--- src/logic/gspd_pkg.sv ---
// package for the global sector protect decoder: opcodes, status layout, reset values
// assumes a single 10 MHz reference clock that samples every serial pin
package gspd_pkg;
	// ==========================================================
	// command opcodes
	localparam logic [7:0] GSPD_OP_WREN     = 8'h06;
	localparam logic [7:0] GSPD_OP_WRDI     = 8'h04;
	localparam logic [7:0] GSPD_OP_WRSR1    = 8'h01;
	localparam logic [7:0] GSPD_OP_RDSR     = 8'h05;
	localparam logic [7:0] GSPD_OP_PROT     = 8'h36;
	localparam logic [7:0] GSPD_OP_UNPROT   = 8'h39;

	// ==========================================================
	// protection status byte fields
	localparam int GSPD_BIT_LOCK     = 7;
	localparam int GSPD_BIT_WPPIN    = 4;
	localparam int GSPD_BIT_WEL      = 1;
	localparam int GSPD_DEC_HI       = 5;
	localparam int GSPD_DEC_LO       = 2;
	localparam logic [3:0] GSPD_DEC_ALL  = 4'hF;
	localparam logic [3:0] GSPD_DEC_NONE = 4'h0;
	localparam logic [1:0] GSPD_SWP_NONE = 2'h0;
	localparam logic [1:0] GSPD_SWP_SOME = 2'h1;
	localparam logic [1:0] GSPD_SWP_ALL  = 2'h3;

	// ==========================================================
	// sizes, counts and reset values
	localparam int GSPD_NSECT          = 16;
	localparam logic [2:0] GSPD_BIT_LAST   = 3'h7;
	localparam logic [2:0] GSPD_BYTE_DATA  = 3'h1;
	localparam logic [2:0] GSPD_BYTE_ADDR  = 3'h4;
	localparam logic [2:0] GSPD_BYTE_SAT   = 3'h7;
	localparam logic [15:0] GSPD_SECT_RST  = 16'hFFFF;
	localparam logic GSPD_LOCK_RST         = 1'b0;
	localparam logic GSPD_WEL_RST          = 1'b0;
	localparam int GSPD_SYNC_W         = 4;

	// serial pins as sampled together
	typedef struct packed {
		logic cs_n;
		logic sck;
		logic si;
		logic wp_n;
	} gspd_pins_type;
endpackage

--- src/logic/gspd_sync.sv ---
// two-stage level synchroniser for a bundle of pins
// assumes inputs are asynchronous to clk and quasi-static per bit
`timescale 1ns/100ps
module gspd_sync #(
	parameter int W = 1
) (
	input  wire logic         clk,
	input  wire logic         srst,
	input  wire logic [W-1:0] d,
	input  wire logic [W-1:0] rst_val,
	output logic      [W-1:0] q
);
	logic [W-1:0] meta_r;

	// first stage feeds only the second stage
	always_ff @(posedge clk) begin
		if (srst) begin
			meta_r <= rst_val;
			q      <= rst_val;
		end else begin
			meta_r <= d;
			q      <= meta_r;
		end
	end
endmodule

--- src/logic/gspd_top.sv ---
// serial flash status byte one decoder: global protect/unprotect, lock bit, sector bits
// assumes SPI mode 0 host, serial clock well below a quarter of REF_CLK
// Functional notes
// - locking permits, bits 5..2 all ones: set every sector bit
// - locking permits, bits 5..2 all zeros: clear every sector bit
// - mixed bits 5..2 leave sectors alone; bits 6,1,0 ignored
// - lock bit clear: write loads byte bit 7 into lock bit
// - pin low and lock set: status write leaves lock and sectors alone, only clears the enable latch
// - pin high and lock set: no global op, lock may clear
// - bits 5..2 never stored; read back shows pin and sector summary
// - 0Fh clears lock (pin high) without global op; F0h sets lock only
// - per-sector protect and unprotect still work after a global op
// - write enable latch must be set before a status write executes
// - sector bit zero allows program and erase, one blocks both
// - hardware lock only when pin asserted and lock bit set
`timescale 1ns/100ps
module gspd_top
	import gspd_pkg::*;
(
	input  wire logic                   REF_CLK,
	input  wire logic                   SRST,
	input  wire logic                   CS_N,
	input  wire logic                   SCK,
	input  wire logic                   SI,
	input  wire logic                   WP_N,
	output logic                        SO_O,
	output logic                        SO_OE,
	output logic      [GSPD_NSECT-1:0]  SECTOR_WRITABLE,
	output logic                        HW_LOCKED
);
	// ==========================================================
	// pin synchronisation
	gspd_pins_type pins_raw;
	gspd_pins_type pins_s;
	gspd_pins_type pins_rst;
	logic          sck_d_r;
	logic          cs_d_r;

	assign pins_raw = '{cs_n: CS_N, sck: SCK, si: SI, wp_n: WP_N};
	assign pins_rst = '{cs_n: 1'b1, sck: 1'b0, si: 1'b0, wp_n: 1'b1};

	gspd_sync #(.W(GSPD_SYNC_W)) u_sync (
		.clk     (REF_CLK),
		.srst    (SRST),
		.d       (pins_raw),
		.rst_val (pins_rst),
		.q       (pins_s)
	);

	always_ff @(posedge REF_CLK) begin
		if (SRST) begin
			sck_d_r <= 1'b0;
			cs_d_r  <= 1'b1;
		end else begin
			sck_d_r <= pins_s.sck;
			cs_d_r  <= pins_s.cs_n;
		end
	end

	logic sck_rise;
	logic sck_fall;
	logic cs_rise;
	assign sck_rise = pins_s.sck & ~sck_d_r & ~pins_s.cs_n;
	assign sck_fall = ~pins_s.sck & sck_d_r & ~pins_s.cs_n;
	assign cs_rise  = pins_s.cs_n & ~cs_d_r;

	// ==========================================================
	// byte assembly
	logic [7:0] shift_r;
	logic [2:0] bit_cnt_r;
	logic [2:0] byte_cnt_r;
	logic [7:0] opcode_r;
	logic [7:0] data_r;
	logic [3:0] sect_idx_r;
	logic [7:0] byte_nxt;
	logic       byte_done;

	assign byte_nxt  = {shift_r[6:0], pins_s.si};
	assign byte_done = sck_rise & (bit_cnt_r == GSPD_BIT_LAST);

	always_ff @(posedge REF_CLK) begin
		if (SRST | pins_s.cs_n) begin
			shift_r    <= 8'h00;
			bit_cnt_r  <= 3'h0;
			byte_cnt_r <= 3'h0;
		end else if (sck_rise) begin
			shift_r   <= byte_nxt;
			bit_cnt_r <= bit_cnt_r + 3'h1;
			if (byte_done && byte_cnt_r != GSPD_BYTE_SAT)
				byte_cnt_r <= byte_cnt_r + 3'h1;
		end
	end

	// opcode, first data byte, and sector number from the top address byte
	always_ff @(posedge REF_CLK) begin
		if (SRST) begin
			opcode_r   <= 8'h00;
			data_r     <= 8'h00;
			sect_idx_r <= 4'h0;
		end else if (byte_done) begin
			if (byte_cnt_r == 3'h0)
				opcode_r <= byte_nxt;
			if (byte_cnt_r == GSPD_BYTE_DATA) begin
				data_r     <= byte_nxt;
				sect_idx_r <= byte_nxt[3:0];
			end
		end
	end

	// ==========================================================
	// command execution at deselect
	logic                  lock_r;
	logic                  wel_r;
	logic [GSPD_NSECT-1:0] sect_r;
	logic                  on_boundary;
	logic                  exec;
	logic                  is_wrsr;
	logic                  is_sect_cmd;
	logic                  hw_lock;
	logic [3:0]            dec;

	assign on_boundary = (bit_cnt_r == 3'h0);
	assign exec        = cs_rise & on_boundary;
	assign is_wrsr     = (opcode_r == GSPD_OP_WRSR1) && (byte_cnt_r >= 3'h2);
	assign is_sect_cmd = (opcode_r == GSPD_OP_PROT) || (opcode_r == GSPD_OP_UNPROT);
	assign hw_lock     = ~pins_s.wp_n & lock_r;
	assign dec         = data_r[GSPD_DEC_HI:GSPD_DEC_LO];

	// bits 5..2 are only decoded here, never kept
	always_ff @(posedge REF_CLK) begin
		if (SRST) begin
			lock_r <= GSPD_LOCK_RST;
			sect_r <= GSPD_SECT_RST;
		end else if (exec && wel_r && is_wrsr && !hw_lock) begin
			lock_r <= data_r[GSPD_BIT_LOCK];
			if (!lock_r) begin
				if (dec == GSPD_DEC_ALL)
					sect_r <= GSPD_SECT_RST;
				else if (dec == GSPD_DEC_NONE)
					sect_r <= '0;
			end // mixed patterns fall through untouched
		end else if (exec && wel_r && is_sect_cmd && byte_cnt_r >= GSPD_BYTE_ADDR && !lock_r) begin
			sect_r[sect_idx_r] <= (opcode_r == GSPD_OP_PROT);
		end
	end

	// latch is consumed by any status write or sector command, even an aborted one
	always_ff @(posedge REF_CLK) begin
		if (SRST)
			wel_r <= GSPD_WEL_RST;
		else if (cs_rise) begin
			if (opcode_r == GSPD_OP_WREN && on_boundary && byte_cnt_r != 3'h0)
				wel_r <= 1'b1;
			else if (opcode_r == GSPD_OP_WRDI && on_boundary && byte_cnt_r != 3'h0)
				wel_r <= 1'b0;
			else if ((opcode_r == GSPD_OP_WRSR1 || is_sect_cmd) && byte_cnt_r != 3'h0)
				wel_r <= 1'b0;
		end
	end

	// ==========================================================
	// status read back: written bits 5..2 replaced by live state
	logic [1:0] swp;
	logic [7:0] status;
	logic [7:0] so_sh_r;
	logic       rd_r;

	always_comb begin
		if (&sect_r)
			swp = GSPD_SWP_ALL;
		else if (sect_r == '0)
			swp = GSPD_SWP_NONE;
		else
			swp = GSPD_SWP_SOME;
	end

	assign status = {lock_r, 2'b00, pins_s.wp_n, swp, wel_r, 1'b0};

	// reload each byte so repeated reads follow live state
	always_ff @(posedge REF_CLK) begin
		if (SRST | pins_s.cs_n) begin
			rd_r    <= 1'b0;
			so_sh_r <= 8'h00;
			SO_O    <= 1'b0;
		end else if (byte_done && (rd_r || (byte_cnt_r == 3'h0 && byte_nxt == GSPD_OP_RDSR))) begin
			rd_r    <= 1'b1;
			so_sh_r <= status;
		end else if (sck_fall && rd_r) begin
			SO_O    <= so_sh_r[7];
			so_sh_r <= {so_sh_r[6:0], 1'b0};
		end
	end

	assign SO_OE           = rd_r & ~pins_s.cs_n;
	assign SECTOR_WRITABLE = ~sect_r;
	assign HW_LOCKED       = hw_lock;

	// ==========================================================
	// checks
	AST_GLOBAL_PROT: assert property (@(posedge REF_CLK) disable iff (SRST)
		exec && wel_r && is_wrsr && !lock_r && dec == GSPD_DEC_ALL |=> &sect_r)
		else $error("global protect did not set all sectors");

	AST_GLOBAL_UNPROT: assert property (@(posedge REF_CLK) disable iff (SRST)
		exec && wel_r && is_wrsr && !lock_r && dec == GSPD_DEC_NONE |=> sect_r == '0)
		else $error("global unprotect did not clear all sectors");

	AST_MIXED_KEEP: assert property (@(posedge REF_CLK) disable iff (SRST)
		exec && is_wrsr && dec != GSPD_DEC_ALL && dec != GSPD_DEC_NONE |=> $stable(sect_r))
		else $error("mixed pattern changed sector bits");

	AST_LOCK_LOAD: assert property (@(posedge REF_CLK) disable iff (SRST)
		exec && wel_r && is_wrsr && !lock_r |=> lock_r == $past(data_r[GSPD_BIT_LOCK]))
		else $error("lock bit not loaded from bit seven");

	AST_HW_LOCK: assert property (@(posedge REF_CLK) disable iff (SRST)
		exec && is_wrsr && !pins_s.wp_n && lock_r |=> lock_r && $stable(sect_r))
		else $error("hardware locked write had an effect");

	AST_SOFT_LOCK: assert property (@(posedge REF_CLK) disable iff (SRST)
		exec && is_wrsr && pins_s.wp_n && lock_r |=> $stable(sect_r))
		else $error("soft locked write performed a global operation");

	AST_WEL_GATE: assert property (@(posedge REF_CLK) disable iff (SRST)
		exec && is_wrsr && !wel_r |=> $stable(lock_r) && $stable(sect_r))
		else $error("status write ran without write enable");

	AST_DESELECT_ONLY: assert property (@(posedge REF_CLK) disable iff (SRST)
		!exec |=> $stable(lock_r) && $stable(sect_r))
		else $error("protection state changed outside deselect");

	AST_SECTOR_OP: assert property (@(posedge REF_CLK) disable iff (SRST)
		exec && wel_r && !lock_r && opcode_r == GSPD_OP_UNPROT && byte_cnt_r >= GSPD_BYTE_ADDR
		|=> !sect_r[$past(sect_idx_r)])
		else $error("sector unprotect failed");
endmodule

--- config.mk ---
export PLATFORM = sky130hd
export DESIGN_NAME = gspd_top
export DESIGN_NICKNAME = d
export VERILOG_FILES = /design/src/logic/gspd_pkg.sv /design/src/logic/gspd_sync.sv /design/src/logic/gspd_top.sv
export SDC_FILE = /design/constraint.sdc
export NUM_CORES = 1
export LEC_CHECK = 0
export BUFFER_PORTS_ARGS = -buffer_cell sky130_fd_sc_hd__buf_4
export CORE_MARGIN = 3
export CORE_UTILIZATION = 50
export DETAILED_ROUTE_END_ITERATION = 8
export PLACE_DENSITY = 0.71
export SYNTH_ARGS = -nofsm -noshare
export SYNTH_HDL_FRONTEND = slang
export SYNTH_SLANG_ARGS = --single-unit
--- constraint.sdc ---
create_clock -name REF_CLK -period 4.61 [get_ports REF_CLK]
set_clock_uncertainty 0.2 [all_clocks]
set_input_delay 0.2305 -clock REF_CLK [delete_from_list [all_inputs] [get_ports REF_CLK]]
set_output_delay 0.2305 -clock REF_CLK [all_outputs]
set_load 0.01 [all_outputs]
-- After elaboration in Yosys (flattened, before gate mapping)
Cells that the tools add are included.
- bits in read-only memories: 0
- bits in registers: 70
- RAM bits: 0
- logic and storage cells: 105
- input bits: 6
- output and inout port bits: 19
- latch bits: 0
- memories: 0
- divide/modulo/power cells: 0
- shift-type cells: 0
- mux-type cells: 15
- reduce and logical (&&, ||, !) cells: 38
- multipliers: 0
- magnitude comparators: 4
- add/subtract/negate cells: 2
- eq/ne operators: 12
- bitwise gates (word level): 17
- operator list (cell ; count):
    two-way mux 16 bit ; 5
    == test 8 x 3 -> 1 bit, second input constant ; 3
    logical AND 1 bit ; 17
    bitwise mux 16 bit ; 1
    == test 8 x 6 -> 1 bit, second input constant ; 2
    logical NOT 16 bit ; 1
    two-way mux 8 bit ; 2
    NOT 16 bit ; 1
    AND reduction 16 bit ; 1
    AND reduction 2 bit ; 5
    AND 1 bit ; 9
    == test 8 x 1 -> 1 bit, second input constant ; 1
    adder 3 x 1 -> 3 bit, second input constant ; 2
    logical NOT 3 bit ; 2
    NOT 1 bit ; 6
    nonzero test 3 bit ; 2
    < comparator 4 x 5 -> 1 bit, second input constant ; 1
    two-way mux 1 bit ; 5
    demux 1 bit (select 4 bit) ; 1
    == test 4 bit, second input constant ; 1
    greater-or-equal comparator 4 x 1 -> 1 bit, second input constant ; 1
    logical NOT 4 bit ; 1
    nonzero test 2 bit ; 2
    == test 3 x 1 -> 1 bit, second input constant ; 1
    other kinds (12) ; 15

-- Depth between registers and ports, before layout
- depth after elaboration: 9
- mapped depth: 11
- mapped depth without buffers: 7

-- Cells and area by module
Synthesis repeated with hierarchy kept, for this count alone.
- cell total of the unflattened synthesis: 369
- area total of the unflattened synthesis: 3255.6 um^2
- modules (own cells, without submodules) (module ; cells each ; area an instance (um^2) ; times used ; seq. area each (um^2)):
    gspd_top ; 352 ; 2964.1 ; 1 ; 1141.1
    gspd_sync ; 17 ; 291.5 ; 1 ; 160.2

-- Least setup slack after synthesis
Ideal clock, no wire load.
- path kind: register to register
- from: register opcode_r[0]
- to: register sect_r[0]
- required time: 4287 ps
- setup time: 123 ps
- period minus slack after synthesis: 2329 ps
- path buffers: 3
- setup slack: 2281 ps
- arrival time: 2005 ps
- cell stages (with the launch flop): 9
- cells stage by stage: dfxtp_1 -> or3b_1 -> a211o_1 -> buf_6 -> o41a_1 -> buf_6 -> buf_4 -> a211oi_1 -> a21oi_1
- longest elaborated chain between the ends: 7
- elaborated cells between the ends (all ways): 17
- those cells by class: 5 x eq/ne; 3 x mux; 9 x reduce/logical
- RTL lines (element ; line ; RTL):
    start: declaration ; gspd_top.sv:72 ; logic [7:0] opcode_r;
    start signal: assignment ; gspd_top.sv:102 ; opcode_r <= byte_nxt;
    == test 8 x 6 -> 1 bit, on equally long branches ; gspd_top.sv:125, gspd_top.sv:143 ;
    logical OR 1 bit ; gspd_top.sv:125 ; assign is_sect_cmd = (opcode_r == GSPD_OP_PROT) || (opcode_r == GSPD_OP_UNPROT);
    logical AND 1 bit (3 in a row) ; gspd_top.sv:142 ; end else if (exec && wel_r && is_sect_cmd && byte_cnt_r >= GSPD_BYTE_ADDR && !lock_r) begin
    nonzero test 2 bit (no source line) ; - ;
    AND reduction 3 bit (no source line) ; - ;
    end signal: indexed assignment ; gspd_top.sv:143 ; sect_r[sect_idx_r] <= (opcode_r == GSPD_OP_PROT);
    end: declaration ; gspd_top.sv:114 ; logic [GSPD_NSECT-1:0] sect_r;
Parallel ways exist; a longest one is shown, timed or not. The select of a mux whose other input is x is not followed.
A chain may end at the register's enable or synchronous reset.

-- Worst setup path in the final report
- from: register bit_cnt_r[0]
- to: register sect_r[14]
- longest elaborated chain between the ends: 8
- elaborated cells between the ends (all ways): 13
- those cells by class: 2 x eq/ne; 1 x mux; 1 x bitwise; 9 x reduce/logical
- RTL lines (element ; line ; RTL):
    start: declaration ; gspd_top.sv:70 ; logic [2:0] bit_cnt_r;
    start signal: assignment ; gspd_top.sv:88 ; bit_cnt_r <= bit_cnt_r + 3'h1;
    logical NOT 3 bit * ; gspd_top.sv:122 ; assign on_boundary = (bit_cnt_r == 3'h0);
    AND 1 bit * ; gspd_top.sv:123 ; assign exec = cs_rise & on_boundary;
    logical AND 1 bit * ; gspd_top.sv:134, gspd_top.sv:142 ;
    logical AND 1 bit (3 in a row) ; gspd_top.sv:142 ;
    nonzero test 2 bit (no source line) ; - ;
    AND reduction 3 bit (no source line) ; - ;
Mark *: on every way between the ends. The rest lies on a longest branch, timed or not.

==> summary.md <==
| Metric | Value |
|---|---|
| CTS tree | built |
| #FFs+latches synth | 65 |
| Fin. max-slew vios | 0 |
| CTS buffer count | 9 |
| Post-Syn Area | 3320 um^2 |
| Max_cap viols | 0 |
| VDD IR max | 0.197 mV |
| Filler cell count | 601 |
| Die area | 7660 um^2 |
| Clock Path Buffers | 2 |
| Antenna diode count | 0 |
| Worst path slowest cell | o41a_1 |
| Vias in the first global route | 2549 |
| Final min period | 2.87 ns |
| Final net count | 403 |
| Hold crit path type | primary input to flip-flop |
| Core box area | 6390 um^2 |
| Worst Path Required | 4.63 ns |
| Internal power | 0.000826 W |
| Arrival time worst endpoint | 2.89 ns |
| Gp weighted congestion | 0.832 |
| Final Cycle Share | 62.2% |
| Slew at the pin closest to its max-slew limit | 1.25 ns |
| Cell family with most CP delay | compound AO/OA/AOI/OAI gates |
| Critical Setup Path Class | flip-flop to flip-flop |
| Synth cell types | 44 |
| Largest net degree at the start of global routing | 44 |
| Initial Util | 52.0% |
| WL per Instance | 15.8 um |
| Worst setup SP type | flip-flop |
| Vias/cell | 5.98 |
| Drt drc | 0 |
| DR iter-0 viols | 295 |
| Die width | 87.5 um |
| Share of the synthesized area in the top cell type | 39.2% |
| GRT Overall Usage | 21.3% |
| Switching Fraction | 22.5% |
| Min Hold Slack | 0.101 ns |
| Area contributors post-synth | dfxtp_1 (39%), mux2i_1 (7.8%), nand4_1 (4.5%) |
| Combinational share of power | 1.9% |
| Die height | 87.5 um |
| Critical Path Sink Type | flip-flop |
| Fin. Hold Viols | 0 |
| Initial antenna violation count | 0 |
| Relative slew slack | 16.8% |
| Final setup fails | 0 |
| First-pass GRT wire length | 12900 um |
| Clock power share | 44.9% |
| Drt first pass iters | 4 |
| Clock sink count | 65 |
| Syn_nets | 398 |
| RSZ-0062 raised after global routing | no |
| HPWL after DPL | 5220 um |
| Skew-Pair Late Insertion Delay | 0.35 ns |
| Cts repair resizes | 0 |
| Post-DRT Antenna Nets | 0 |
| GR Overflow Total | 0 |
| PortBufs | 24 |
| Clk slew on worst S/H paths | 0.08 ns |
| Fin Setup TNS | 0 ns |
| Slowest cell delay on critical path | 0.64 ns |
| Synth-to-layout area growth | 11.3% |
| Sequence of cells on the critical path | inv_1 > ha_1 > nor4bb_2 > buf_4 > nand2_1 > o41a_1 > o211a_4 > a21oi_1 |
| Fmax | 349 MHz |
| Share of cells above drive strength 1 | 12.9% |
| Cell count after synthesis | 385 |
| Part of the power in registers | 53.2% |
| Crit path buffers/inverters | 2 |
| Status | completed |
| # H-tree levels | 3 |
| Number of synthesis warnings | 0 |
| I/O pin count | 25 |
| Floorplan row count | 29 |
| Sequential fraction of the synthesis area | 39.2% |
| Vias | 2821 |
| CP Max Fanout | 20 |
| Post-synth top area cell | dfxtp_1 |
| Syn_area_per_cell | 8.63 um^2 |
| Leak pwr | 1.47 nW |
| Root buffer cell | clkbuf_8 |
| Sw power | 0.000240 W |
| Pwr per Cell Area | 288 nW/um^2 |
| Final wirelength | 7480 um |
==> layer usage <==
| metal | global-route usage (%) | up-vias | wire [um] |
|---|---|---|---|
| met2 | 31.0 | 62 | 3380 |
| met3 | 3.50 | 10 | 358 |
| li1 | - | 1426 | - |
| met1 | 31.0 | 1323 | 3660 |
| met4 | 8.65 | 0 | 92 |
| met5 | 0 | - | 0 |
==> power groups by stage <==
stage | logic, W | registers [W] | clock network [W]
2_1_floorplan | 0.0000122 | 0.000579 | 0
3_3_place_gp | 0.0000169 | 0.000580 | 0
3_5_place_dp | 0.0000174 | 0.000580 | 0
4_1_cts | 0.0000202 | 0.000567 | 0.000486
5_1_grt | 0.0000225 | 0.000568 | 0.000514
6_report | 0.0000202 | 0.000567 | 0.000478
==> cell type report <==
type / instances / area, um^2 / area share (%)
Clock buffer: 10 / 128 / 3.45
Timing Repair Buffer: 30 / 235 / 6.37
Inverter: 24 / 90.1 / 2.44
Sequential cell: 65 / 1300 / 35.2
Tap cell: 77 / 96.3 / 2.61
Clock inverter: 6 / 66.3 / 1.79
Multi-Input combinational cell: 260 / 1780 / 48.1
==> layout by cell type (no fill, tap or decap), types with 3 or more instances in the layout <==
cell,instances
nor2_1,33
nor4b_1,5
a211oi_1,16
a21oi_1,26
nor4bb_1,8
nor4_1,7
nor2b_1,10
o21ai_0,18
ha_1,7
nor3_1,4
buf_4,26
nand4_1,24
nand3_1,7
mux2i_1,26
nand3b_1,4
o32ai_1,16
dfxtp_1,65
and4b_1,4
a22oi_1,3
or2_2,5
nand2_1,14
inv_1,24
dlygate4sd3_1,4
clkbuf_8,9
==> Yosys cell counts, drive strengths merged <==
cell type,number
nand4b,1
nand2b,2
o2111ai,1
dfxtp,65
nor3b,1
or3,2
nor2,33
o21a,2
clkbuf,29
nor3,4
or3b,1
a21oi,26
nor4bb,9
xnor2,2
and4b,4
nand2,14
nor4b,5
o211a,1
o41ai,1
o32ai,16
nand3,7
and4,1
nand4,24
and3b,1
nor2b,10
ha,7
a211oi,16
or2,5
o21ai,18
o41a,1
a22oi,3
a211o,1
buf,7
mux2i,26
a31o,1
nand3b,4
inv,24
a2bb2oi,1
or4,1
and4bb,1
nor4,7
==> flip-flops by register name, indices dropped and copies added (netlist names), 3 cells and up <==
register,cells
sect_r,16
opcode_r,8
data_r,7
shift_r,7
so_sh_r,7
u_sync.meta_r,4
u_sync.q,4
bit_cnt_r,3
byte_cnt_r,3
==> logic make-up (layout without fill, tap and decap cells) <==
kind of cell / after synthesis / count (layout) / synth area share [%]
fa+ha+maj: 7 / 7 / 2.64
xor+xnor: 2 / 2 / 0.528
mux: 26 / 26 / 7.84
compound gates: 88 / 88 / 17.8
simple gates: 137 / 137 / 24.4
flops: 65 / 65 / 39.2
buf+inv: 60 / 70 / 7.61
==> repair_timing <==
item	in CTS	in global routing
hold buffers	4	0
setup buffers	0	0
endpoints found under the hold margin	4	0
==> metrics by stage <==
step	cells	util [%]	setup slack [ns]	power (W)	cell area (um^2)
detailed placement	452	54.2	1.79	0.000598	3460
global route	472	57.9	1.50	0.00110	3690
finish	472	57.9	1.74	0.00107	3690
floorplan	385	-	2.28	0.000591	3320
CTS	472	57.9	1.76	0.00107	3690
global placement	452	54.2	1.88	0.000597	3460
==> final timing paths <==
check | start | to | slack (ns) | depth (start not counted)
hold / removal | SRST | u_sync.q[2] | 0.10 | 2
setup reg to reg | bit_cnt_r[0] | sect_r[14] | 1.74 | 8
setup / recovery | bit_cnt_r[0] | sect_r[14] | 1.74 | 8
hold reg to reg | u_sync.meta_r[3] | u_sync.q[3] | 0.21 | 1
(Power assumes the default switching activity.)
